## src/common/urx_pkg.sv

```systemverilog
/*
  Shared constants and types of the OUT endpoint receive control block:
  register indices, field positions, reset values and the carrier structs.
  Assumes a 32-bit APB with word-aligned registers; byte address = 4 x index.
*/
package urx_pkg;

  // ----------------------------------------------------------------------
  // Register indices (byte address is four times the index)
  // ----------------------------------------------------------------------
  localparam logic [31:0] URX_RXCTRL_IDX = 32'h5000_187e; // endpoint3_receive_control
  localparam logic [31:0] URX_DMARTE_IDX = 32'h5000_18d0; // serial_bus_dma_routing
  localparam logic [31:0] URX_EVSTAT_IDX = 32'h5000_18e0; // fifo_warning_events + events
  localparam logic [31:0] URX_EVMASK_IDX = 32'h5000_18e1; // event mask
  localparam int          URX_DEC_W      = 10;            // index bits decoded

  // ----------------------------------------------------------------------
  // Field positions
  // ----------------------------------------------------------------------
  localparam int URX_RXEN_BIT   = 0;
  localparam int URX_SKIPSU_BIT = 2;
  localparam int URX_FLUSH_BIT  = 3;
  localparam int URX_WLIM_LSB   = 5;
  localparam int URX_DRX_LSB    = 0;
  localparam int URX_DTX_LSB    = 3;
  localparam int URX_DEN_BIT    = 6;
  localparam int URX_EV_WARN    = 0;  // rx_fifo_warn_flag
  localparam int URX_EV_PKT     = 1;  // data packet received
  localparam int URX_EV_SETUP   = 2;  // setup packet accepted
  localparam int URX_EV_FLUSH   = 3;  // flush carried out
  localparam int URX_EV_W       = 4;

  // ----------------------------------------------------------------------
  // Reset values and decode figures
  // ----------------------------------------------------------------------
  localparam logic [15:0] URX_RXCTRL_RST = 16'h0000;
  localparam logic [15:0] URX_DMARTE_RST = 16'h0000;
  localparam logic [1:0]  URX_WLIM_OFF   = 2'h0;
  localparam logic [1:0]  URX_WLIM_LOW   = 2'h1;
  localparam logic [1:0]  URX_WLIM_HIGH  = 2'h2;
  localparam int          URX_WARN_LOW   = 5;   // fewer than 5 bytes free
  localparam int          URX_WARN_HIGH  = 17;  // fewer than 17 bytes free
  localparam logic [2:0]  URX_SEL_A      = 3'h0;
  localparam logic [2:0]  URX_SEL_B      = 3'h1;
  localparam logic [2:0]  URX_SEL_C      = 3'h2;
  localparam logic [3:0]  URX_TX_EP_A    = 4'h1;
  localparam logic [3:0]  URX_TX_EP_B    = 4'h3;
  localparam logic [3:0]  URX_TX_EP_C    = 4'h5;
  localparam logic [3:0]  URX_RX_EP_A    = 4'h2;
  localparam logic [3:0]  URX_RX_EP_B    = 4'h4;
  localparam logic [3:0]  URX_RX_EP_C    = 4'h6;

  // ----------------------------------------------------------------------
  // Types
  // ----------------------------------------------------------------------
  typedef enum logic [1:0] {URX_TOK_OUT, URX_TOK_SETUP, URX_TOK_IN, URX_TOK_OTHER}
    urx_tok_kind_type;
  typedef enum logic [1:0] {URX_HS_NONE, URX_HS_ACK, URX_HS_NAK, URX_HS_STALL}
    urx_hs_type;

  typedef struct packed {
    logic             valid;
    urx_tok_kind_type kind;
    logic [3:0]       ep;
  } urx_token_type;

  typedef struct packed {
    logic       respond;  // token is ours and answered
    logic       accept;   // store the data packet
    logic       discard;  // drop the data packet
    urx_hs_type hs;
  } urx_reply_type;

  typedef struct packed {
    logic       valid;
    logic [3:0] ep;
  } urx_route_type;

endpackage : urx_pkg

```

## src/urx_ctrl.sv

```systemverilog
/*
  Receive control of one OUT endpoint with DMA channel routing, APB slave.
  Assumes the receive engine, endpoint configuration and DMA run on pclk,
  so their signals need no synchroniser; the token decision is combinational.
*/
// Decided for this implementation: register access over APB.
`timescale 1ns/1ns
// Overview of operation
// - Flag warning when free bytes below limit
// - Limit codes: off, under 5, under 17
// - Flush empties FIFO, pointers, idle state
// - Flush waits while packet is received
// - Skip SETUP tokens when bit set
// - Packet or OUT stall clears receive enable
// - SETUP accepted whatever receive enable says
// - Repeated SETUP discarded but still ACKed
// - Otherwise unacceptable SETUP gets no handshake
// - DMA enable low leaves endpoints unrouted
// - DMA enable high routes both channels
// - Transmit select picks endpoint 1,3,5
// - Receive select picks endpoint 2,4,6
// - Disabled endpoint answers no token
module urx_ctrl
  import urx_pkg::*;
#(
  parameter int FREE_W = 7
) (
  input  wire logic              pclk,
  input  wire logic              presetn,
  input  wire logic              psel,
  input  wire logic              penable,
  input  wire logic              pwrite,
  input  wire logic [11:0]       paddr,
  input  wire logic [31:0]       pwdata,
  output logic      [31:0]       prdata,
  output logic                   pready,
  output logic                   pslverr,
  input  wire logic [3:0]        ep_addr,
  input  wire logic              endpoint_active,
  input  wire logic              ep_stall,
  input  wire urx_token_type     token,
  input  wire logic              rx_busy,
  input  wire logic              rx_setup_room,
  input  wire logic              rx_packet_done,
  input  wire logic [FREE_W-1:0] fifo_free,
  output urx_reply_type          reply,
  output logic                   fifo_flush,
  output urx_route_type          dma0_route,
  output urx_route_type          dma1_route,
  output logic                   irq
);

  // ----------------------------------------------------------------------
  // Functions
  // ----------------------------------------------------------------------
  // Select code to endpoint; reserved codes give no route
  function automatic urx_route_type route_of(input logic [2:0] code, input logic [3:0] ep_a,
                                             input logic [3:0] ep_b, input logic [3:0] ep_c);
    urx_route_type r;
    r = '0;
    case (code)
      URX_SEL_A: r = '{valid: 1'b1, ep: ep_a};
      URX_SEL_B: r = '{valid: 1'b1, ep: ep_b};
      URX_SEL_C: r = '{valid: 1'b1, ep: ep_c};
      default:   r = '0;
    endcase
    return r;
  endfunction : route_of

  // Register index match on the decoded address bits
  function automatic logic idx_hit(input logic [11:0] a, input logic [31:0] idx);
    return a[11:2] == idx[URX_DEC_W-1:0];
  endfunction : idx_hit

  // ----------------------------------------------------------------------
  // Registers
  // ----------------------------------------------------------------------
  logic                rx_en_r;
  logic                skip_setup_tokens_r;
  logic                flush_pend_r;
  logic [1:0]          rx_fifo_warn_limit_r;
  logic                dma_en_r;
  logic [2:0]          dma_tx_sel_r;
  logic [2:0]          dma_rx_sel_r;
  logic [URX_EV_W-1:0] ev_stat_r;
  logic [URX_EV_W-1:0] ev_mask_r;
  logic                setup_held_r;
  logic [31:0]         prdata_r;

  // ----------------------------------------------------------------------
  // APB decode
  // ----------------------------------------------------------------------
  wire logic          acc      = psel & penable;
  wire logic          wr       = acc & pwrite;
  wire logic          hit_ctl  = idx_hit(paddr, URX_RXCTRL_IDX);
  wire logic          hit_dma  = idx_hit(paddr, URX_DMARTE_IDX);
  wire logic          hit_st   = idx_hit(paddr, URX_EVSTAT_IDX);
  wire logic          hit_mk   = idx_hit(paddr, URX_EVMASK_IDX);
  wire logic          mapped   = hit_ctl | hit_dma | hit_st | hit_mk;
  wire logic          wr_ctl   = wr & hit_ctl;
  wire logic          wr_dma   = wr & hit_dma;
  wire logic          wr_st    = wr & hit_st;
  wire logic          wr_mk    = wr & hit_mk;

  // Read views, reserved bits zero
  wire logic [31:0] ctl_view = {25'h000_0000, rx_fifo_warn_limit_r, 1'b0, flush_pend_r,
                                skip_setup_tokens_r, 1'b0, rx_en_r};
  wire logic [31:0] dma_view = {25'h000_0000, dma_en_r, dma_tx_sel_r, dma_rx_sel_r};
  wire logic [31:0] rd_mux   = hit_ctl ? ctl_view :
                               hit_dma ? dma_view :
                               hit_st  ? {28'h000_0000, ev_stat_r} :
                               hit_mk  ? {28'h000_0000, ev_mask_r} : 32'h0000_0000;

  assign pready   = 1'b1;
  assign pslverr  = acc & ~mapped;
  assign prdata   = prdata_r;

  // Read data captured in the setup cycle so it is stable in access
  always_ff @(posedge pclk or negedge presetn) begin
    if (!presetn) prdata_r <= 32'h0000_0000;
    else if (psel && !penable && !pwrite) prdata_r <= rd_mux;
  end

  // ----------------------------------------------------------------------
  // Token decision
  // ----------------------------------------------------------------------
  wire logic ours       = token.valid & endpoint_active & (token.ep == ep_addr);
  wire logic is_setup   = ours & (token.kind == URX_TOK_SETUP);
  wire logic is_out     = ours & (token.kind == URX_TOK_OUT);
  wire logic setup_take = is_setup & ~skip_setup_tokens_r;
  wire logic setup_dup  = setup_take & setup_held_r;
  wire logic setup_ok   = setup_take & ~setup_held_r & ~rx_busy & rx_setup_room;
  wire logic out_stall  = is_out & ep_stall;
  wire logic out_ok     = is_out & ~ep_stall & rx_en_r;

  // Reply: SETUP ignores receive enable refused SETUP is silent
  // Priority keeps a repeated SETUP on ACK even when the FIFO has no room
  always_comb begin
    reply = '0;
    if (setup_dup) begin
      reply = '{respond: 1'b1, accept: 1'b0, discard: 1'b1, hs: URX_HS_ACK};
    end else if (setup_ok) begin
      reply = '{respond: 1'b1, accept: 1'b1, discard: 1'b0, hs: URX_HS_ACK};
    end else if (setup_take) begin
      reply = '{respond: 1'b1, accept: 1'b0, discard: 1'b1, hs: URX_HS_NONE};
    end else if (out_stall) begin
      reply = '{respond: 1'b1, accept: 1'b0, discard: 1'b1, hs: URX_HS_STALL};
    end else if (out_ok) begin
      reply = '{respond: 1'b1, accept: 1'b1, discard: 1'b0, hs: URX_HS_ACK};
    end else if (is_out) begin
      reply = '{respond: 1'b1, accept: 1'b0, discard: 1'b1, hs: URX_HS_NAK};
    end
  end

  // A valid SETUP is held until any non-SETUP token for this endpoint
  always_ff @(posedge pclk or negedge presetn) begin
    if (!presetn) setup_held_r <= 1'b0;
    else if (setup_ok) setup_held_r <= 1'b1;
    else if (ours && token.kind != URX_TOK_SETUP) setup_held_r <= 1'b0;
  end

  // ----------------------------------------------------------------------
  // Receive control register
  // ----------------------------------------------------------------------
  wire logic rx_en_clr = rx_packet_done | out_stall;
  wire logic rx_en_set = wr_ctl & pwdata[URX_RXEN_BIT];

  // Firmware re-arm wins over a same-cycle clear so the write is not lost
  always_ff @(posedge pclk or negedge presetn) begin
    if (!presetn) begin
      rx_en_r              <= URX_RXCTRL_RST[URX_RXEN_BIT];
      skip_setup_tokens_r  <= URX_RXCTRL_RST[URX_SKIPSU_BIT];
      rx_fifo_warn_limit_r <= URX_RXCTRL_RST[URX_WLIM_LSB +: 2];
    end else begin
      if (rx_en_set) rx_en_r <= 1'b1;
      else if (rx_en_clr) rx_en_r <= 1'b0;
      if (wr_ctl) begin
        skip_setup_tokens_r  <= pwdata[URX_SKIPSU_BIT];
        rx_fifo_warn_limit_r <= pwdata[URX_WLIM_LSB +: 2];
      end
    end
  end

  // ----------------------------------------------------------------------
  // Flush: pending until the receive engine is idle
  // ----------------------------------------------------------------------
  assign fifo_flush = flush_pend_r & ~rx_busy;

  always_ff @(posedge pclk or negedge presetn) begin
    if (!presetn) flush_pend_r <= URX_RXCTRL_RST[URX_FLUSH_BIT];
    else if (wr_ctl && pwdata[URX_FLUSH_BIT]) flush_pend_r <= 1'b1;
    else if (fifo_flush) flush_pend_r <= 1'b0;
  end

  // ----------------------------------------------------------------------
  // FIFO warning
  // ----------------------------------------------------------------------
  // Limit code 11 matches neither compare, so it behaves as disabled
  wire logic warn_low  = (rx_fifo_warn_limit_r == URX_WLIM_LOW) &
                         (fifo_free < FREE_W'(URX_WARN_LOW));
  wire logic warn_high = (rx_fifo_warn_limit_r == URX_WLIM_HIGH) &
                         (fifo_free < FREE_W'(URX_WARN_HIGH));
  wire logic warn_hit  = warn_low | warn_high;

  // ----------------------------------------------------------------------
  // Event status (write one to clear, set wins) and mask
  // ----------------------------------------------------------------------
  wire logic [URX_EV_W-1:0] ev_set = {fifo_flush, setup_ok, rx_packet_done, warn_hit};
  wire logic [URX_EV_W-1:0] ev_clr = wr_st ? pwdata[URX_EV_W-1:0] : '0;

  always_ff @(posedge pclk or negedge presetn) begin
    if (!presetn) begin
      ev_stat_r <= '0;
      ev_mask_r <= '0;
    end else begin
      ev_stat_r <= (ev_stat_r & ~ev_clr) | ev_set;
      if (wr_mk) ev_mask_r <= pwdata[URX_EV_W-1:0];
    end
  end

  assign irq = |(ev_stat_r & ev_mask_r);

  // ----------------------------------------------------------------------
  // DMA routing
  // ----------------------------------------------------------------------
  always_ff @(posedge pclk or negedge presetn) begin
    if (!presetn) begin
      dma_en_r     <= URX_DMARTE_RST[URX_DEN_BIT];
      dma_tx_sel_r <= URX_DMARTE_RST[URX_DTX_LSB +: 3];
      dma_rx_sel_r <= URX_DMARTE_RST[URX_DRX_LSB +: 3];
    end else if (wr_dma) begin
      dma_en_r     <= pwdata[URX_DEN_BIT];
      dma_tx_sel_r <= pwdata[URX_DTX_LSB +: 3];
      dma_rx_sel_r <= pwdata[URX_DRX_LSB +: 3];
    end
  end

  // Channel 0 serves receive, channel 1 transmit; off means unrouted
  // Reserved select codes give an invalid route rather than a wrong one
  wire urx_route_type rx_pick = route_of(dma_rx_sel_r, URX_RX_EP_A, URX_RX_EP_B,
                                         URX_RX_EP_C);
  wire urx_route_type tx_pick = route_of(dma_tx_sel_r, URX_TX_EP_A, URX_TX_EP_B,
                                         URX_TX_EP_C);
  assign dma0_route = dma_en_r ? rx_pick : '0;
  assign dma1_route = dma_en_r ? tx_pick : '0;

  // ----------------------------------------------------------------------
  // Assertions
  // ----------------------------------------------------------------------
  // All on pclk, quiet while presetn holds the block in reset
  warn_flag_set_a: assert property (@(posedge pclk) disable iff (!presetn)
    warn_hit |=> ev_stat_r[URX_EV_WARN]) else $error("warning flag not set");

  warn_limit_a: assert property (@(posedge pclk) disable iff (!presetn)
    (rx_fifo_warn_limit_r == URX_WLIM_LOW && fifo_free == FREE_W'(4)) |-> warn_hit)
    else $error("warning limit decode wrong");

  flush_wait_a: assert property (@(posedge pclk) disable iff (!presetn)
    rx_busy |-> !fifo_flush) else $error("flush while receiving");

  flush_issue_a: assert property (@(posedge pclk) disable iff (!presetn)
    (wr_ctl && pwdata[URX_FLUSH_BIT] && !rx_busy) ##1 !rx_busy |-> fifo_flush)
    else $error("flush not issued");

  skip_setup_a: assert property (@(posedge pclk) disable iff (!presetn)
    (is_setup && skip_setup_tokens_r) |-> !reply.respond)
    else $error("skipped setup answered");

  rx_en_clear_a: assert property (@(posedge pclk) disable iff (!presetn)
    (rx_packet_done && !rx_en_set) |=> !rx_en_r ##0 !out_ok)
    else $error("receive enable not cleared");

  setup_any_en_a: assert property (@(posedge pclk) disable iff (!presetn)
    (setup_ok && !rx_en_r) |-> reply.accept && reply.hs == URX_HS_ACK)
    else $error("setup refused by receive enable");

  dup_setup_a: assert property (@(posedge pclk) disable iff (!presetn)
    (setup_ok ##1 setup_take) |-> reply.discard && reply.hs == URX_HS_ACK)
    else $error("repeated setup not discarded with ACK");

  setup_silent_a: assert property (@(posedge pclk) disable iff (!presetn)
    (setup_take && !setup_held_r && rx_busy) |-> reply.hs == URX_HS_NONE)
    else $error("refused setup handshaken");

  dma_off_a: assert property (@(posedge pclk) disable iff (!presetn)
    !dma_en_r |-> !dma0_route.valid && !dma1_route.valid)
    else $error("route while dma off");

  dma_route_a: assert property (@(posedge pclk) disable iff (!presetn)
    (wr_dma && pwdata[6:0] == 7'h49) |=> dma1_route.ep == URX_TX_EP_B
    && dma0_route.ep == URX_RX_EP_B) else $error("dma route wrong");

  ep_off_a: assert property (@(posedge pclk) disable iff (!presetn)
    !endpoint_active |-> !reply.respond) else $error("disabled endpoint answered");

  rsv_zero_a: assert property (@(posedge pclk) disable iff (!presetn)
    (acc && !pwrite && hit_ctl) |->
    prdata[31:7] == '0 && prdata[4] == 1'b0 && prdata[1] == 1'b0)
    else $error("reserved bits not zero");

endmodule : urx_ctrl

```

## config.mk

```make
export PLATFORM = sky130hd
export DESIGN_NAME = urx_ctrl
export DESIGN_NICKNAME = d
export VERILOG_FILES = /design/src/common/urx_pkg.sv /design/src/urx_ctrl.sv
export SDC_FILE = /design/constraint.sdc
export NUM_CORES = 1
export LEC_CHECK = 0
export BUFFER_PORTS_ARGS = -buffer_cell sky130_fd_sc_hd__buf_2
export CAP_MARGIN = 20
export CORE_MARGIN = 2
export CORE_UTILIZATION = 38
export CTS_CLUSTER_DIAMETER = 40
export DETAILED_ROUTE_END_ITERATION = 10
export HOLD_SLACK_MARGIN = 0.12
export PLACE_DENSITY = 0.75
export SYNTH_ARGS = -nofsm -noshare
export SYNTH_HDL_FRONTEND = slang
export SYNTH_SLANG_ARGS = --single-unit
```

## constraint.sdc

```tcl
create_clock -name pclk -period 1.41 [get_ports pclk]
set_clock_uncertainty 0.15 [all_clocks]
set_input_delay 0.2115 -clock pclk [delete_from_list [all_inputs] [get_ports pclk]]
set_output_delay 0.2115 -clock pclk [all_outputs]
set_load 0.02 [all_outputs]
```

# ---- Word level (Yosys, flattened, before mapping)
# Index checks and enable logic that the tools add are counted.
dict set report totals {
  output_inout_bits 51
  reg_bits 53
  elab_cells 97
  input_bits 72
}
dict set report classes {
  mux 21
  bitwise 37
  eq_ne 13
  order_cmp 2
  reduce_logical 13
}
# op count
set op_table {}
lappend op_table {{5-bit two-way mux} 8}
lappend op_table {{10-bit by 8-bit == test with 1-bit output (second input constant)} 3}
lappend op_table {{5-bit case mux with 3 select lines} 2}
lappend op_table {{1-bit AND} 23}
lappend op_table {{7-bit two-way mux} 2}
lappend op_table {{4-bit two-way mux} 3}
lappend op_table {{10-bit by 7-bit == test with 1-bit output (second input constant)} 1}
lappend op_table {{4-bit AND} 2}
lappend op_table {{7-bit by 3-bit < comparator with 1-bit output (second input constant)} 1}
lappend op_table {{7-bit by 5-bit < comparator with 1-bit output (second input constant)} 1}
lappend op_table {{3-bit by 1-bit == test with 1-bit output (second input constant)} 2}
lappend op_table {{3-bit by 2-bit == test with 1-bit output (second input constant)} 2}
lappend op_table {{3-bit zero test} 2}
lappend op_table {{1-bit two-way mux} 6}
lappend op_table {{2-bit nonzero test} 3}
lappend op_table {{1-bit inverter} 5}
lappend op_table {{1-bit bitwise OR} 5}
lappend op_table {{2-bit by 1-bit == test with 1-bit output (second input constant)} 2}
lappend op_table {{4-bit == test} 1}
lappend op_table {{1-bit logical AND} 4}
lappend op_table {{4-bit inverter} 1}
lappend op_table {{4-bit bitwise OR} 1}
lappend op_table {{4-bit OR reduction} 1}
lappend op_table {{2-bit == test (second input constant)} 1}
lappend op_table {{other kinds (3)} 4}

# ---- Logic depth before layout (Yosys ltp)
dict set report logic_depth {
  ltp_word 10
  depth_mapped 6
  ltp_nobuf 4
}

# ---- Least setup slack after synthesis
# OpenSTA, ideal clock, no wires.
dict set report synth_path {
  path_kind {input port to output port}
  from {input port ep_addr[2]}
  to {output port reply[3] (netlist name)}
  required_time_ps 1048
  setup_slack_ps -509
  arrival_ps 1557
  path_stages 4
  path_buffers 0
  cell_sequence {xor2_1 > nor3_1 > nand4b_1 > o21ai_0}
}
# item line_no
set synth_rtl {}
lappend synth_rtl {{start: declaration} urx_ctrl.sv:38} ;# input wire logic [3:0] ep_addr,
lappend synth_rtl {{end: declaration} urx_ctrl.sv:46} ;# output urx_reply_type reply,

==> impl_metrics.ini <==
[synth]
ys_top_cells_by_area = dfrtp_1 37%, buf_4 12%, mux2_2 8.3%
yosys.area.top_type = dfrtp_1
synth_ff_type = dfrtp_1
synth-xor-area-share_pct = 2.32
synth_compound_area_share_pct = 13.5
postSynthAreaPerCell_um2 = 9.31
yosysWarnings = 0
ys_seq_area_share_pct = 37.1
synthArstFlopShare_pct = 100
synthAdderAreaFrac_pct = 0
syn_area_mm2 = 0.00189
synth_cell_type_count = 42
synth-simple-area-share_pct = 24.6
synth_top_family_by_area = simple AND/OR/NAND/NOR gates
ys_ff_latch = 28
synth_top_area_share_pct = 37.1
syn_inst = 203
muxShareOfSynthArea_pct = 8.34
synth_edf_count = 0

[placement]
dp_hpwl_um = 3840
placed_area_mm2 = 0.00247
gp_congestion = 0.813
portBuffers = 66
dpl_worst_slack_ns = -0.530

[worst_hold_path]
hp-class = input pin to flip-flop
hold_end = ev_stat_r[2]
holdPathStages = 3
hp-start = rx_setup_room

[sta]
tns_ns = -3.92
tightest_slew_ns = 0.629
holdWs_ns = 0.103
hold_violations = 0
fmax_mhz = 580
setup_viol = 33
fin_ws_ns = -0.315
period_share_pct = 122
fin_crit_ns = 1.72
maxSlewViolCount = 0
maxSlewHeadroom_pct = 58.0
rsz0062_at_grt = yes

[power_and_ir_drop]
powerDensity_mw_per_mm2 = 551
p_leak_nw = 1.58
intPower_mw = 1.26
switchingPower_uw = 533
pwr-share-comb_pct = 25.0
p_clk_share_pct = 29.1
netSwitchingFraction_pct = 29.7
seqPwrFrac_pct = 45.9
ir_worst_vdd_v = 0.000382

[clock_network]
insertion_delay_ns = 0.28
cts-buffers-inserted = 3
h-tree-depth = 1
clkTransAtPathRegs_ns = 0.10
ctsHoldBuffers = 12
cts_tree = built
clock_path_buffers = 2
clock_sinks = 28
clock-root-buffer = clkbuf_8

[routing]
viasPerCell = 5.18
ant_nets = 0
first_pass_iters = 5
wl_per_cell_um = 17.5
drt_iter0_markers = 241
drc_errors = 0
wl_um = 7020
vias = 2076

[final_layout]
area_growth_pct = 72.2
nets = 406
final_layout_size_suffix_gt1_share_pct = 58.3
fin_util_pct = 68.5
post-route-cell-area_mm2 = 0.00326

[global_routing]
grt_pass1_wl_um = 8860
grt_start_max_net_pins = 29
grt_pass1_vias = 1912
track_usage_pct = 21.2
antenna_found_initial = 1
overflow = 0

[setup_path]
r2r_slack_ns = -0.06
critPathMaxFanout = 2
r2r_start = ev_stat_r[1]
worstRegToRegCells = 4
endpoint_kind = output port
cp.required_ns = 1.05
regToRegEndpoint = prdata[1]
critPathArrivalTime_ns = 1.36
critical_path_class = flip-flop to output port
crit_path_start_kind = flip-flop

[floorplan]
die_width_um = 74.5
ios = 123
core_area_mm2 = 0.00475
fp-row-count = 25
start_util_pct = 39.8
die_y_um = 74.5
dieArea_mm2 = 0.00556

[status]
violations = negative setup slack
status = complete, but fails checks

[job]
drv_cap = 0
-- power groups by stage --
stage | registers [mW] | clock network [mW] | logic (mW)
after global placement | 0.836 | 0 | 0.313
final | 0.824 | 0.523 | 0.448
after global routing | 0.825 | 0.543 | 0.482
after CTS | 0.820 | 0.514 | 0.383
after floorplan | 0.836 | 0 | 0.226
after detailed placement | 0.836 | 0 | 0.320
-- registers in the layout, summed over array words and instances, names as in the netlist --
signal	flops
ev_stat_r	4
dma_rx_sel_r	3
ev_mask_r	4
setup_held_r	1
prdata	7
dma_en_r	1
flush_pend_r	1
rx_en_r	1
skip_setup_tokens_r	1
rx_fifo_warn_limit_r	2
dma_tx_sel_r	3
-- metrics by stage --
| stage | instances | total power, mW |
|---|---|---|
| 4_1_cts | 395 | 1.72 |
| 3_5_place_dp | 362 | 1.16 |
| 2_1_floorplan | 230 | 1.06 |
| 5_1_grt | 401 | 1.85 |
| 6_report | 401 | 1.80 |
| 3_3_place_gp | 362 | 1.15 |
-- worst max-delay path, stage by stage (launching register included) --
cell and delay, ns:
dfrtp_1 0.42, nor2_2 0.13, and2_4 0.17, nor2_2 0.05, o22ai_4 0.18, buf_6 0.14
-- routing by layer --
metal | wire [µm] | global-route usage (%) | vias up
met3 | 422 | 2.71 | 28
met4 | 308 | 11.5 | 0
met2 | 3600 | 36.1 | 106
met1 | 2690 | 25.9 | 1003
li1 | - | - | 939
met5 | 0 | 0 | -
-- kinds of logic after synthesis --
family,count (synthesis)
other cells,2
xor+xnor,5
mux,14
flops,28
simple gates,78
compound gates,37
buf+inv,39
-- cells in the final DEF, fill, tap and decap left out, types with 7 or more instances in the layout --
master / n
conb_1: 29
dfrtp_1: 27
buf_2: 44
mux2_4: 7
nand2_1: 10
dlygate4sd3_1: 11
mux2_2: 7
buf_6: 28
buf_4: 50
-- how the worst max path moves through the flow --
| stage | to | start | slack, ns |
|---|---|---|---|
| after floorplan | dma_en_r | paddr[3] | -0.41 |
| after global placement | dma_rx_sel_r[0] | paddr[3] | -0.50 |
| after detailed placement | dma_rx_sel_r[1] | paddr[3] | -0.53 |
| after CTS | reply[0] | skip_setup_tokens_r | -0.24 |
| after global routing | reply[0] | setup_held_r | -0.33 |
| final | reply[0] | setup_held_r | -0.31 |
-- Yosys cell counts (3+ instances only) --
cell and number:
xor2_1 3, nor2b_1 6, a31oi_1 4, inv_1 4
and3_1 4, mux2_2 14, nor2_1 10, clkbuf_1 4
buf_4 30, a21oi_1 6, o21ai_0 5, dfrtp_1 28
or3_1 5, a211oi_1 3, nand2_1 15, a22o_1 3
nand2b_1 5, and2_1 5, a22oi_1 4, nor3b_1 8
or3b_2 3, nand3_1 6
-- final cells by class --
type                       instances  area, µm²
antenna                            1       2.50
tap                               67       83.8
timing repair buffer             134       1030
multi-input combinational        163       1360
inverter                           4       15.0
sequential                        28        702
fill                             349       1500
clock buffer                       4       55.1
-- repair_timing --
action | 4_1_cts | 5_1_grt
cloned | 0 | 0
buffers inserted | 17 | 7
endpoints found under the hold margin | 48 | 1
pin swaps | 24 | 24
resized for setup | 53 | 52
setup endpoints to repair | 34 | 38
No activity file was read; power rests on OpenSTA's default activity.
